--- src/logic/hteq_defines.vh ---
// constants for the transmit event and dma request block
`ifndef HTEQ_DEFINES_VH
`define HTEQ_DEFINES_VH
// ************************************************************
// register byte offsets
// ************************************************************
`define HTEQ_OFS_CTRL    8'h00
`define HTEQ_OFS_XCNT    8'h04
`define HTEQ_OFS_EVT     8'h08
`define HTEQ_OFS_STAT    8'h0C
// ************************************************************
// control register fields
// ************************************************************
`define HTEQ_CTRL_DMA    0
`define HTEQ_CTRL_AUTO   1
`define HTEQ_CTRL_BUS    2
`define HTEQ_CTRL_CIE    3
`define HTEQ_CTRL_RST    8'h00
// ************************************************************
// event register bit positions
// ************************************************************
`define HTEQ_EV_XPR      0
`define HTEQ_EV_XMR      1
`define HTEQ_EV_XDU      2
`define HTEQ_EV_RSC      3
`define HTEQ_EV_PCE      4
`define HTEQ_EV_TIN      5
`define HTEQ_EV_CSC      6
`define HTEQ_EV_W        7
// ************************************************************
// sizes
// ************************************************************
`define HTEQ_POOL_BYTES  6'd32
`define HTEQ_CNT_W       12
`endif

--- src/logic/hteq_evt_flags.v ---
// sticky event flags, cleared as a group by an event register read
`timescale 1ns/10ps
`include "hteq_defines.vh"
module hteq_evt_flags #(
  parameter W = `HTEQ_EV_W
) (
  // clock and reset
  input  wire         CLK,
  input  wire         RSTN,
  // events and clear
  input  wire [W-1:0] set,
  input  wire         clr,
  // flags
  output reg  [W-1:0] flags
);
  // set wins over the read clear so no event is lost
  always @(posedge CLK or negedge RSTN) begin
    if (!RSTN) begin
      flags <= {W{1'b0}};
    end else if (clr) begin
      flags <= set;
    end else begin
      flags <= flags | set;
    end
  end
endmodule // hteq_evt_flags

--- src/logic/hteq_top.v ---
// transmit events, special conditions and dma request for one channel
`timescale 1ns/10ps
`include "hteq_defines.vh"
module hteq_top #(
  parameter CW = `HTEQ_CNT_W
) (
  // clock and reset
  input  wire        CLK,
  input  wire        RSTN,
  // ahb-lite slave
  input  wire        HSEL,
  input  wire [7:0]  HADDR,
  input  wire [1:0]  HTRANS,
  input  wire        HWRITE,
  input  wire [2:0]  HSIZE,
  input  wire [31:0] HWDATA,
  input  wire        HREADY,
  output wire [31:0] HRDATA,
  output wire        HREADYOUT,
  output wire        HRESP,
  // transmitter commands
  input  wire        TX_RESET_CMD,
  input  wire        SEND_TRANSPARENT_CMD,
  input  wire        SEND_IFRAME_CMD,
  input  wire        END_OF_MESSAGE_CMD,
  // serial side status
  input  wire        TX_BYTE_SHIFTED,
  input  wire        TX_SHIFT_IDLE,
  input  wire        TX_FRAME_DONE,
  input  wire        TX_HALF_RELEASED,
  input  wire        COLLISION,
  input  wire        CTS,
  // layer-2 receive side
  input  wire        RX_ACK_OK,
  input  wire        RX_ACK_BAD_NR,
  input  wire        RX_RR_FRAME,
  input  wire        RX_RNR_FRAME,
  input  wire        RX_S_WITH_INFO,
  input  wire        TIMER_EXPIRED,
  // receive fifo demand
  input  wire        RX_BLOCK_READY,
  input  wire [5:0]  RX_BLOCK_LEN,
  // dma
  input  wire        DMA_ACKNOWLEDGE,
  input  wire        DMA_RD,
  input  wire        DMA_WR,
  output wire        DMA_REQ_TRANSMIT,
  output wire        DMA_REQ_RECEIVE,
  // fifo access strobes
  output reg         FIFO_WR,
  output reg         FIFO_RD,
  // events
  output wire [6:0]  EVENTS,
  output wire        INT_ACTIVE
);
  // ************************************************************
  // bus slave
  // ************************************************************
  reg         ph_wr;
  reg         ph_rd;
  reg  [7:0]  ph_addr;
  reg  [7:0]  ctrl;
  reg  [CW:0] xcnt;
  reg  [31:0] rdata;
  wire        take = HSEL & HREADY & HTRANS[1];
  wire        wr_ctrl = ph_wr & (ph_addr == `HTEQ_OFS_CTRL);
  wire        wr_xcnt = ph_wr & (ph_addr == `HTEQ_OFS_XCNT);
  wire        rd_evt  = ph_rd & (ph_addr == `HTEQ_OFS_EVT);
  wire [6:0]  flags;
  wire        dma_mode = ctrl[`HTEQ_CTRL_DMA];
  wire        auto_md  = ctrl[`HTEQ_CTRL_AUTO];
  wire        bus_md   = ctrl[`HTEQ_CTRL_BUS];
  wire        cts_change_enable      = ctrl[`HTEQ_CTRL_CIE];

  assign HREADYOUT = 1'b1;
  assign HRESP     = 1'b0;
  assign HRDATA    = rdata;

  always @(posedge CLK or negedge RSTN) begin
    if (!RSTN) begin
      ph_wr   <= 1'b0;
      ph_rd   <= 1'b0;
      ph_addr <= 8'h00;
    end else begin
      ph_wr   <= take & HWRITE;
      ph_rd   <= take & ~HWRITE;
      ph_addr <= HADDR;
    end
  end

  // ************************************************************
  // transmit pool and message bookkeeping
  // ************************************************************
  reg        in_frame;
  reg        eom_seen;
  reg        transparent;
  reg        pool_free;
  reg [5:0]  tx_fill;
  reg [CW:0] shifted;
  reg        past32;
  reg        cts_d;
  reg        r_ready;
  reg        tx_req;
  reg        rx_req;
  reg [5:0]  rx_left;

  // dma end indication from byte count compare
  wire cnt_eom = dma_mode & (shifted == xcnt) & in_frame;
  wire message_end_indication     = eom_seen | cnt_eom;
  wire start   = SEND_TRANSPARENT_CMD | SEND_IFRAME_CMD;

  wire ev_xpr = TX_RESET_CMD
              | (~dma_mode & in_frame & ~eom_seen
                 & TX_HALF_RELEASED)
              | (~dma_mode & eom_seen & transparent
                 & TX_FRAME_DONE)
              | (auto_md & RX_ACK_OK);
  wire ev_xmr = (auto_md & RX_ACK_BAD_NR)
              | (bus_md & past32 & COLLISION)
              | (~bus_md & past32 & cts_d & ~CTS);
  wire ev_xdu = in_frame & (tx_fill == 6'd0)
              & TX_SHIFT_IDLE & ~message_end_indication;
  wire ev_rsc = auto_md & ((RX_RR_FRAME & ~r_ready)
              | (RX_RNR_FRAME & r_ready));
  wire ev_pce = auto_md & (RX_ACK_BAD_NR | RX_S_WITH_INFO);
  wire ev_tin = TIMER_EXPIRED;
  wire ev_csc = cts_change_enable & (cts_d ^ CTS);

  always @(posedge CLK or negedge RSTN) begin
    if (!RSTN) begin
      ctrl        <= `HTEQ_CTRL_RST;
      xcnt        <= {(CW+1){1'b0}};
      in_frame    <= 1'b0;
      eom_seen    <= 1'b0;
      transparent <= 1'b0;
      pool_free   <= 1'b1;
      tx_fill     <= 6'd0;
      shifted     <= {(CW+1){1'b0}};
      past32      <= 1'b0;
      cts_d       <= 1'b0;
      r_ready     <= 1'b1;
    end else begin
      cts_d <= CTS;
      if (wr_ctrl) begin
        ctrl <= HWDATA[7:0];
      end
      if (wr_xcnt) begin
        xcnt <= HWDATA[CW:0];
      end
      if (RX_RR_FRAME) begin
        r_ready <= 1'b1;
      end else if (RX_RNR_FRAME) begin
        r_ready <= 1'b0;
      end
      if (TX_RESET_CMD) begin
        in_frame  <= 1'b0;
        eom_seen  <= 1'b0;
        pool_free <= 1'b1;
        tx_fill   <= 6'd0;
        shifted   <= {(CW+1){1'b0}};
        past32    <= 1'b0;
      end else begin
        if (start) begin
          in_frame    <= 1'b1;
          eom_seen    <= 1'b0;
          transparent <= SEND_TRANSPARENT_CMD;
          shifted     <= {(CW+1){1'b0}};
          past32      <= 1'b0;
        end else if (TX_FRAME_DONE) begin
          in_frame <= 1'b0;
        end
        if (END_OF_MESSAGE_CMD & ~dma_mode) begin
          eom_seen <= 1'b1;
        end
        if (TX_BYTE_SHIFTED & ~start) begin
          shifted <= shifted + {{CW{1'b0}}, 1'b1};
          if (shifted[5:0] == 6'd31 || shifted[CW:6] != 0) begin
            past32 <= 1'b1;
          end
        end
        // count the write in its own cycle so the last-write compare
        // sees every earlier write, even back to back
        if (DMA_WR) begin
          tx_fill <= tx_fill + 6'd1;
          if (tx_fill == `HTEQ_POOL_BYTES - 6'd1) begin
            pool_free <= 1'b0;
          end
        end else if (TX_BYTE_SHIFTED & tx_fill != 6'd0) begin
          tx_fill <= tx_fill - 6'd1;
        end
        if (TX_HALF_RELEASED) begin
          pool_free <= 1'b1;
          tx_fill   <= 6'd0;
        end
      end
    end
  end

  // ************************************************************
  // dma request handshake
  // ************************************************************
  // a cycle counts on its strobe alone; the acknowledge is not looked at
  wire acc_wr = DMA_WR;
  wire acc_rd = DMA_RD;
  wire tx_last = acc_wr & (tx_fill == `HTEQ_POOL_BYTES - 6'd1);
  wire rx_last = acc_rd & (rx_left == 6'd1);

  always @(posedge CLK or negedge RSTN) begin
    if (!RSTN) begin
      tx_req  <= 1'b0;
      rx_req  <= 1'b0;
      rx_left <= 6'd0;
      FIFO_WR <= 1'b0;
      FIFO_RD <= 1'b0;
    end else begin
      FIFO_WR <= acc_wr;
      FIFO_RD <= acc_rd;
      // target synchronous: stays up until the closing write, a transmit reset command or dma mode being switched off
      if (!dma_mode || TX_RESET_CMD || tx_last) begin
        tx_req <= 1'b0;
      end else if (pool_free & in_frame & ~message_end_indication) begin
        tx_req <= 1'b1;
      end
      if (!dma_mode) begin
        rx_req  <= 1'b0;
        rx_left <= 6'd0;
      end else if (RX_BLOCK_READY & ~rx_req) begin
        rx_req  <= 1'b1;
        rx_left <= RX_BLOCK_LEN;
      end else if (acc_rd & rx_req) begin
        rx_left <= rx_left - 6'd1;
        if (rx_last) begin
          rx_req <= 1'b0;
        end
      end
    end
  end

  // dropped combinationally the moment the last cycle starts
  assign DMA_REQ_TRANSMIT = tx_req & ~tx_last;
  assign DMA_REQ_RECEIVE  = rx_req & ~rx_last;

  // ************************************************************
  // events and status readback
  // ************************************************************
  hteq_evt_flags #(
    .W (7)
  ) u_flags (
    .CLK   (CLK),
    .RSTN  (RSTN),
    .set   ({ev_csc, ev_tin, ev_pce, ev_rsc, ev_xdu, ev_xmr, ev_xpr}),
    .clr   (rd_evt),
    .flags (flags)
  );

  assign EVENTS     = flags;
  assign INT_ACTIVE = |flags;

  always @(posedge CLK or negedge RSTN) begin
    if (!RSTN) begin
      rdata <= 32'h00000000;
    end else if (take & ~HWRITE) begin
      case (HADDR)
        `HTEQ_OFS_CTRL: rdata <= {24'h000000, ctrl};
        `HTEQ_OFS_XCNT: rdata <= {{(31-CW){1'b0}}, xcnt};
        `HTEQ_OFS_EVT:  rdata <= {25'h0000000, flags};
        `HTEQ_OFS_STAT: rdata <= {22'h000000, rx_req, tx_req,
                                  past32, message_end_indication, in_frame, tx_fill[4:0]};
        default:        rdata <= 32'h00000000;
      endcase
    end
  end
endmodule // hteq_top

--- config.mk ---
export PLATFORM = sky130hd
export DESIGN_NAME = hteq_top
export DESIGN_NICKNAME = d
export VERILOG_FILES = /design/src/logic/hteq_evt_flags.v /design/src/logic/hteq_top.v
export VERILOG_INCLUDE_DIRS = /design/src /design/src/logic
export SDC_FILE = /design/constraint.sdc
export NUM_CORES = 1
export LEC_CHECK = 0
export ABC_CLOCK_PERIOD_IN_PS = 2000
export BUFFER_PORTS_ARGS = -buffer_cell sky130_fd_sc_hd__clkbuf_2
export CAP_MARGIN = 20
export CORE_AREA = 2 2 100 92
export CTS_CLUSTER_DIAMETER = 200
export DETAILED_ROUTE_END_ITERATION = 8
export DIE_AREA = 0 0 102 94
export MAX_ROUTING_LAYER = met4
export PLACE_DENSITY = 0.78
export SLEW_MARGIN = 20
export SYNTH_ARGS = -nofsm -noshare
export SYNTH_HDL_FRONTEND = slang
export SYNTH_SLANG_ARGS = --single-unit
--- constraint.sdc ---
create_clock -name CLK -period 2 [get_ports CLK]
set_input_delay 0.1 -clock CLK [delete_from_list [all_inputs] [get_ports CLK]]
set_output_delay 0.1 -clock CLK [all_outputs]
set_load 0.005 [all_outputs]
==> Yosys cells after proc, flatten, opt, wreduce, memory -nomap -nowiden <==
Cells that the tools add are included.
{ "op_classes": {"add_sub_neg": 4, "muxes": 34, "n_lt_le_gt_ge": 0, "multipliers": 0, "shifts": 0, "n_reduce_logical": 21, "eq_ne": 11, "bitwise_logic": 64, "n_div": 0} }
{ "op_table": {"columns": ["cell", "n"], "rows": [
  ["$pmux W13 S4", 1],
  ["$mux W6", 7],
  ["$and A1 B1 Y1", 41],
  ["$mux W13", 3],
  ["$eq A8 B4 Y1 const B", 3],
  ["$mux W1", 22],
  ["$eq A8 B3 Y1 const B", 2],
  ["$logic_not A8 Y1", 2],
  ["$reduce_bool A3 Y1", 5],
  ["$add A13 B1 Y13 const B", 1],
  ["$eq A13 B13 Y1", 1],
  ["$eq A6 B5 Y1 const B", 2],
  ["$not A1 Y1", 12],
  ["$sub A6 B1 Y6 const B", 2],
  ["$or A1 B1 Y1", 9],
  ["$mux W7", 1],
  ["$or A7 B7 Y7", 1],
  ["$reduce_bool A7 Y1", 1],
  ["$reduce_or A7 Y1", 1],
  ["$add A6 B1 Y6 const B", 1],
  ["$eq A6 B1 Y1 const B", 1],
  ["$logic_not A6 Y1", 1],
  ["$ne A3 B1 Y1 const B", 2],
  ["$reduce_and A2 Y1", 3],
  ["6 further kinds", 9]
]} }
{ "word_totals": {"output_inout_bits": 46, "latch_bits": 0, "n_memories": 0, "mem_bits_ro": 0, "ramBits": 0, "in_bits": 76, "elab_cells": 155, "ff_bits": 106} }

==> Longest topological paths before layout <==
Gate-level depths: netlist (run 1).
{ "logic_depth": {"word_depth": 9, "depth_mapped": 7, "mapped_depth_nobuf": 7} }

==> Hierarchy <==
A second synthesis (run 1) with hierarchy kept.
{ "hier_totals": {"hier_cells": 408, "hier_area_um2": 4383.0} }
{ "modules_own_cells": {"columns": ["mod", "instances", "area_each_um2", "seq_area_each_um2", "cells_each"], "rows": [
  ["hteq_top", 1, 4151.5, 2004.4, 393],
  ["hteq_evt_flags", 1, 231.5, 175.2, 15]
]} }

==> Least setup slack after synthesis (run 1) <==
Ideal clock, no wire load.
{ "synth_timing": {"path_type": "reg2reg", "startpoint": "register tx_fill[1]", "endpoint": "register tx_fill[5]", "setup_time_ns": 0.122, "required_time_ns": 1.878, "synth_period_minus_slack_ns": 1.805, "path_buffers": 0, "slack_ns": 0.195, "stages_incl_launch_ff": 7, "arrival_ns": 1.683, "path_cell_list": "dfrtp_1 > ha_1 > a211oi_1 > o21bai_1 > a21oi_2 > mux2i_1 > a2111oi_1"} }
{ "synth_between": {"elab_chain_len": 5, "elab_cells_between_ends": 9, "classes_between": "add/sub (2); mux (4); bitwise (1); reduce/logical (2)"} }
{ "synth_rtl": {"columns": ["element", "line_no", "source"], "rows": [
  ["from (decl)", "hteq_top.v:98", "reg [5:0] tx_fill;"],
  ["from (signal assigned)", "hteq_top.v:184", "tx_fill <= tx_fill + 6'd1;"],
  ["from (signal assigned)", "hteq_top.v:189", "tx_fill <= tx_fill - 6'd1;"],
  ["$sub A6 B1 Y6", "hteq_top.v:189", null],
  ["$mux W6", "hteq_top.v:188", "end else if (TX_BYTE_SHIFTED & tx_fill != 6'd0) begin"],
  ["$mux W6", "hteq_top.v:183", "if (DMA_WR) begin"],
  ["$mux W6", "hteq_top.v:191", "if (TX_HALF_RELEASED) begin"],
  ["$mux W6", "hteq_top.v:155", "if (TX_RESET_CMD) begin"]
]} }
Parallel ways exist; a longest one is shown, timed or not. The select of a mux whose other input is x is not followed.
A chain may end at the register's enable or synchronous reset.

==> Worst setup path in the final report (run 1) <==
Ends and elaborated chain as after synthesis.

==> out/summary.txt, run 1 <==
CP Capture Type -> flop
arrival time worst endpoint -> 2.11 ns
Clock power frac -> 33.5%
Cell variety after synth -> 59
Core ar. -> 0.00849 mm2
# Post-CTS Setup Buffers -> 0
total of max-cap violations -> 0
CTS H-tree lvls -> 3
hold crit path type -> in2reg
post-route setup TNS -> 0 ns
GRT Total Usage -> 23.1%
routed length per instance -> 15.7 um
PwrDens -> 637 mW/mm2
cell taking the most area after synthesis -> dfrtp_1
normalized max-slew margin -> 59.3%
Worst Max-Slew Pin Slew -> 0.611 ns
WL final -> 10000 um
CP required -> 2.24 ns
routed via count -> 3319
FP Rows -> 32
Post-synth EDFFs -> 0
P_sw -> 0.917 mW
YS warnings -> 0
vias per cell -> 5.19
Die Height -> 94 um
leakage dissipation -> 2.64 nW
Iteration-0 DRC Markers -> 147
First-pass DRT Iterations -> 4
# diodes -> 0
Flop pwr share -> 54.3%
Setup Skew -> 0.0132 ns
die area -> 0.00959 mm2
P&R area growth vs syn -> 24.1%
Synth Cell Area -> 0.00435 mm2
Synth Flop Type -> dfrtp_1
first-pass GRT wire length -> 16400 um
ys async rst share -> 100%
cells after synthesis -> 394
HPWL after detailed placement -> 6990 um
Comb pwr share -> 12.3%
initial antenna violation count -> 0
overall power -> 3.44 mW
Yosys reg bits -> 87
critical path class -> reg2reg
crit path time final -> 1.86 ns
Final Max Slew Viols -> 0
TritonCTS clock tree -> built
CTS Buf Count -> 9
antenna-violating nets left -> 0
Crit Path Max Fanout -> 3
top post-synthesis cells by area -> dfrtp_1 49%, mux2_1 5.7%, xor2_1 4.2%
I/O pin count -> 122
Worst setup SP type -> flop
width of the die -> 102 um
Pint -> 2.52 mW
r2r worst-path depth -> 6
Synth top cells by count -> 85 x dfrtp_1, 38 x nand2_1, 22 x mux2_1, 22 x nor2_1
Hold Vio Cnt, Final -> 0
NumNets Final -> 599
Reg clk slew, reported paths -> 0.09 ns
GRT overflow -> 0
share of cells above drive strength 1 -> 23.3%
FMAX -> 0.537 GHz
period utilization -> 93.1%
hold_ws -> 0.0149 ns
DR DRC count -> 0
Seq/Total Area, Yosys -> 50.1%
Final Setup Violations -> 0
Worst VDD drop -> 0.000293 V
filler instances -> 648
Starting Density -> 51.3%
outcome -> finished, final reports clean
clk buf depth -> 2
Hold Path Depth -> 3
vias in the first global route -> 3392
Worst-Skew Late Latency -> 0.37 ns
GP Congestion -> 0.854
clock sink count -> 87
unrepaired setup endpoints after global routing -> no
cell with the most instances after synthesis -> dfrtp_1
Yosys top cell area share -> 48.9%
largest net degree at the start of global routing -> 48
Syn Area/Cell -> 11.0 um2
IO buf count -> 76
Net Sw Frac -> 26.7%
Root Driver -> clkbuf_8
-- routing by layer --
| layer | track usage, % | up-vias | routed length [um] |
|---|---|---|---|
| li1 | - | 1596 | - |
| met2 | 35.3 | 94 | 4790 |
| met1 | 30.3 | 1614 | 4580 |
| met4 | 9.89 | 0 | 207 |
| met5 | - | - | 0 |
| met3 | 4.61 | 15 | 449 |
-- repair_timing --
action                                  4_1_cts  5_1_grt
hold buffers                                 38        0
hold endpoints to repair                     85        0
resized for setup                             0        2
endpoints found under the setup margin        0        1
-- cells in the final DEF, fill, tap and decap left out, types with 6 or more instances in the layout --
master	instances
clkbuf_2	75
nor4_1	9
o21ai_1	7
conb_1	21
xor2_1	21
nor3_1	7
dlygate4sd3_1	38
xnor2_1	10
nand3_1	15
clkbuf_8	10
a21oi_1	9
nor2b_1	6
nand2_1	38
dfrtp_1	85
ha_1	7
inv_1	11
mux4_2	6
mux2_1	22
buf_4	10
o21ai_0	6
nor2_1	22
-- through the flow --
step           util (%)  setup slack [ns]  std cells  area [um2]
2_1_floorplan         -             0.195        413        4420
3_3_place_gp       56.9             0.129        585        4830
3_5_place_dp       56.9             0.123        585        4830
4_1_cts            63.5            0.0909        639        5390
5_1_grt            63.6           0.00781        639        5400
6_report           63.6             0.138        639        5400
-- cell type report --
class	count	area [um2]	share of cell area, %
tap	119	149	2.76
multi-input combinational	280	1990	36.8
sequential	87	2180	40.4
timing repair buffer	124	851	15.8
clock inverter	5	41.3	0.765
clock buffer	11	141	2.62
inverter	13	48.8	0.904
-- worst max-delay path, cell delays in order, from the launching register on --
cell       delay (ns)
dfrtp_1          0.40
ha_1             0.31
a211oi_2         0.27
o21bai_1         0.12
a21oi_2          0.21
mux2i_1          0.10
a2111oi_1        0.34
-- cells by family after synthesis --
family,count (synthesis),synth area share [%]
AO/OA/AOI/OAI,62,10.2
XOR/XNOR,31,6.24
adder cells (fa/ha/maj),8,2.47
buffers and inverters,46,5.95
flip-flops,87,50.1
multiplexers,35,10.5
other,2,0.173
AND/OR/NAND/NOR,123,14.4
-- path summary, 6_finish.rpt --
| path | slack, ns | startpoint | to |
|---|---|---|---|
| worst max-delay path | 0.14 | tx_fill[1] | tx_fill[5] |
| worst min-delay path | 0.01 | RX_RNR_FRAME | r_ready |
| worst max register to register | 0.14 | tx_fill[1] | tx_fill[5] |
| worst min register to register | 0.48 | HRDATA[3] | HRDATA[3] |
| max in group asynchronous | 1.04 | RSTN | pool_free |
| min in group asynchronous | 0.27 | RSTN | FIFO_RD |
-- flip-flops by register name, summed over array words and instances (netlist names), 6 cells and up --
signal,flops
ph_addr,8
xcnt,13
shifted,13
HRDATA,13
tx_fill,6
rx_left,6
u_flags.flags,7
ctrl,8
-- power groups by stage --
stage	Sequential, mW	Combinational (mW)	Clock [mW]
2_1_floorplan	1.89	0.221	0
3_3_place_gp	1.90	0.348	0
3_5_place_dp	1.90	0.358	0
4_1_cts	1.86	0.417	1.17
5_1_grt	1.87	0.471	1.24
6_report	1.87	0.422	1.15
Note: power is estimated with default switching activity, not from simulation.
==> run 2: changes to the inputs <==
--- a/config.mk
+++ b/config.mk
@@ -13,8 +13,11 @@
 export CTS_CLUSTER_DIAMETER = 200
 export DETAILED_ROUTE_END_ITERATION = 8
 export DIE_AREA = 0 0 102 94
+export GPL_TIMING_DRIVEN = 0
+export HOLD_SLACK_MARGIN = 0.03
 export MAX_ROUTING_LAYER = met4
 export PLACE_DENSITY = 0.78
+export RECOVER_POWER = 100
 export SLEW_MARGIN = 20
 export SYNTH_ARGS = -nofsm -noshare
 export SYNTH_HDL_FRONTEND = slang
==> run 2 against run 1 <==
Combinational power is 5.2% higher. Routed wire length grew 0.89%. First-iteration DRC count is 16% higher.
==> out/summary.txt, run 2 (synthesized netlist as in run 1, its figures left out) <==
Root Driver -> clkbuf_8 (unchanged)
CP Capture Type -> flop (unchanged)
CP required -> 2.23 ns (was 2.24 ns)
P_sw -> 0.886 mW (was 0.917 mW)
NumNets Final -> 629 (was 599)
CTS H-tree lvls -> 3 (unchanged)
first-pass GRT wire length -> 16800 um (was 16400 um)
CP delay by family, top -> compound AO/OA/AOI/OAI gates (unchanged)
leakage dissipation -> 2.68 nW (was 2.64 nW)
hold_ws -> 0.0515 ns (was 0.0149 ns)
total of max-cap violations -> 0 (unchanged)
arrival time worst endpoint -> 2.11 ns (about the same)
Net Sw Frac -> 24.4% (was 26.7%)
initial antenna violation count -> 0 (unchanged)
Setup Skew -> 0.0115 ns (was 0.0132 ns)
Worst-Skew Late Latency -> 0.35 ns (was 0.37 ns)
Cell Chain, Critical Path -> ha_1 -> o21ai_1 -> o21bai_1 -> a21oi_2 -> mux2i_1 -> a2111oi_1 (was ha_1 -> a211oi_2 -> o21bai_1 -> a21oi_2 -> mux2i_1 -> a2111oi_1)
I/O pin count -> 122 (unchanged)
largest net degree at the start of global routing -> 88 (was 48)
TritonCTS clock tree -> built (unchanged)
die area -> 0.00959 mm2 (unchanged)
CP bufs+invs -> 0 (unchanged)
Crit Path Max Fanout -> 5 (was 3)
Worst setup SP type -> flop (unchanged)
clk buf depth -> 2 (unchanged)
routed length per instance -> 15.1 um (was 15.7 um)
filler instances -> 676 (was 648)
width of the die -> 102 um (unchanged)
Inst Count DP -> 608 (was 585)
Die Height -> 94 um (unchanged)
P&R area growth vs syn -> 28.2% (was 24.1%)
unrepaired setup endpoints after global routing -> no (unchanged)
period utilization -> 93.9% (was 93.1%)
commonest cells after routing, fill and taps aside -> 83 x dfrtp_1, 49 x clkbuf_2, 42 x dlygate4sd3_1 (was 85 x dfrtp_1, 75 x clkbuf_2, 38 x nand2_1, 38 x dlygate4sd3_1)
share of cells above drive strength 1 -> 20.6% (was 23.3%)
GP Congestion -> 0.843 (was 0.854)
Final Max Slew Viols -> 0 (unchanged)
clock sink count -> 87 (unchanged)
delay of the slowest critical-path stage -> 0.46 ns (was 0.40 ns)
crit path time final -> 1.88 ns (was 1.86 ns)
final non-filler cell total -> 668 (was 639)
PwrDens -> 650 mW/mm2 (was 637 mW/mm2)
Comb pwr share -> 12.2% (was 12.3%)
Worst VDD drop -> 0.000312 V (was 0.000293 V)
pre-CTS setup slack -> -0.00817 ns (was 0.123 ns)
Worst Max-Slew Pin Slew -> 1.13 ns (was 0.611 ns)
routed via count -> 3463 (was 3319)
antenna-violating nets left -> 0 (unchanged)
First-pass DRT Iterations -> 4 (unchanged)
normalized max-slew margin -> 24.4% (was 59.3%)
IO buf count -> 76 (unchanged)
DR DRC count -> 0 (unchanged)
CTS Buf Count -> 9 (unchanged)
FP Rows -> 32 (unchanged)
critical path class -> reg2reg (unchanged)
commonest non-fill, non-tap cell in the layout -> dfrtp_1 (unchanged)
Clock power frac -> 36.1% (was 33.5%)
Pint -> 2.74 mW (was 2.52 mW)
outcome -> finished, final reports clean (unchanged)
GRT overflow -> 0 (unchanged)
hold crit path type -> in2reg (unchanged)
Starting Density -> 51.3% (unchanged)
vias per cell -> 5.18 (was 5.19)
Flop pwr share -> 51.6% (was 54.3%)
Iteration-0 DRC Markers -> 171 (was 147)
vias in the first global route -> 3433 (was 3392)
Reg clk slew, reported paths -> 0.08 ns (was 0.09 ns)
Crit-path slowest cell -> dfrtp_1 (unchanged)
WL final -> 10100 um (was 10000 um)
Final Setup Violations -> 0 (unchanged)
# diodes -> 0 (unchanged)
final worst-path setup slack -> 0.122 ns (was 0.138 ns)
Core ar. -> 0.00849 mm2 (unchanged)
FMAX -> 0.532 GHz (was 0.537 GHz)
HPWL after detailed placement -> 7050 um (was 6990 um)
Hold Vio Cnt, Final -> 0 (unchanged)
GRT Total Usage -> 23.5% (was 23.1%)
==> run 2: worst register-to-register path, cell delays in order (launching register included) <==
cell and delay (ns):
dfrtp_1 0.46, ha_1 0.37, o21ai_1 0.20, o21bai_1 0.10, a21oi_2 0.19, mux2i_1 0.10, a2111oi_1 0.35
==> run 2: final cells by class <==
type / count / area (um2) / share of cell area (%)
repair buffers: 121 / 788 / 14.1
well taps: 119 / 149 / 2.67
clock buffers: 9 / 124 / 2.22
plain buffers: 33 / 211 / 3.79
flip-flops and latches: 87 / 2180 / 39.1
clock inverters: 6 / 83.8 / 1.50
multi-input cells: 280 / 1990 / 35.7
inverters: 13 / 48.8 / 0.875
==> run 2: path summary, 6_finish.rpt <==
kind                                       from    endpoint  slack [ns]  depth (start not counted)
worst max-delay path                 tx_fill[2]  tx_fill[5]        0.12                          6
worst min-delay path            RX_BLOCK_LEN[1]  rx_left[1]        0.05                          3
worst max register to register       tx_fill[2]  tx_fill[5]        0.12                          6
worst min register to register        HRDATA[1]   HRDATA[1]        0.47                          2
max in group asynchronous                  RSTN  tx_fill[1]        0.68                          2
min in group asynchronous                  RSTN     FIFO_RD        0.53                          2
==> run 2: power groups by stage <==
| stage | logic (mW) | clock network [mW] | registers, mW |
|---|---|---|---|
| after floorplan | 0.221 | 0 | 1.89 |
| after global placement | 0.361 | 0 | 1.90 |
| after detailed placement | 0.372 | 0 | 1.91 |
| after CTS | 0.442 | 1.34 | 1.87 |
| after global routing | 0.496 | 1.40 | 1.88 |
| final | 0.444 | 1.31 | 1.87 |
==> run 2: repair_timing <==
action / 4_1_cts / 5_1_grt
pin swaps: 0 / 3
endpoints found under the hold margin: 130 / 0
gates resized for setup: 1 / 6
gates cloned: 0 / 0
setup buffers: 0 / 3
endpoints found under the setup margin: 1 / 20
hold buffers: 42 / 0
==> run 2: routing by layer <==
metal  wire length, um  track usage (%)
met5                 0                -
met4               261             9.78
met3               561             3.87
met2              4790             36.6
met1              4510             30.8
==> run 2: through the flow <==
step                      util [%]  area [um2]  total power, mW  setup TNS (ns)
after floorplan                  -        4420             2.11               0
after global placement        58.3        4950             2.26           -6.31
after detailed placement      58.4        4960             2.28        -0.00817
after CTS                     65.9        5590             3.65               0
after global routing          65.7        5580             3.77               0
final                         65.7        5580             3.63               0
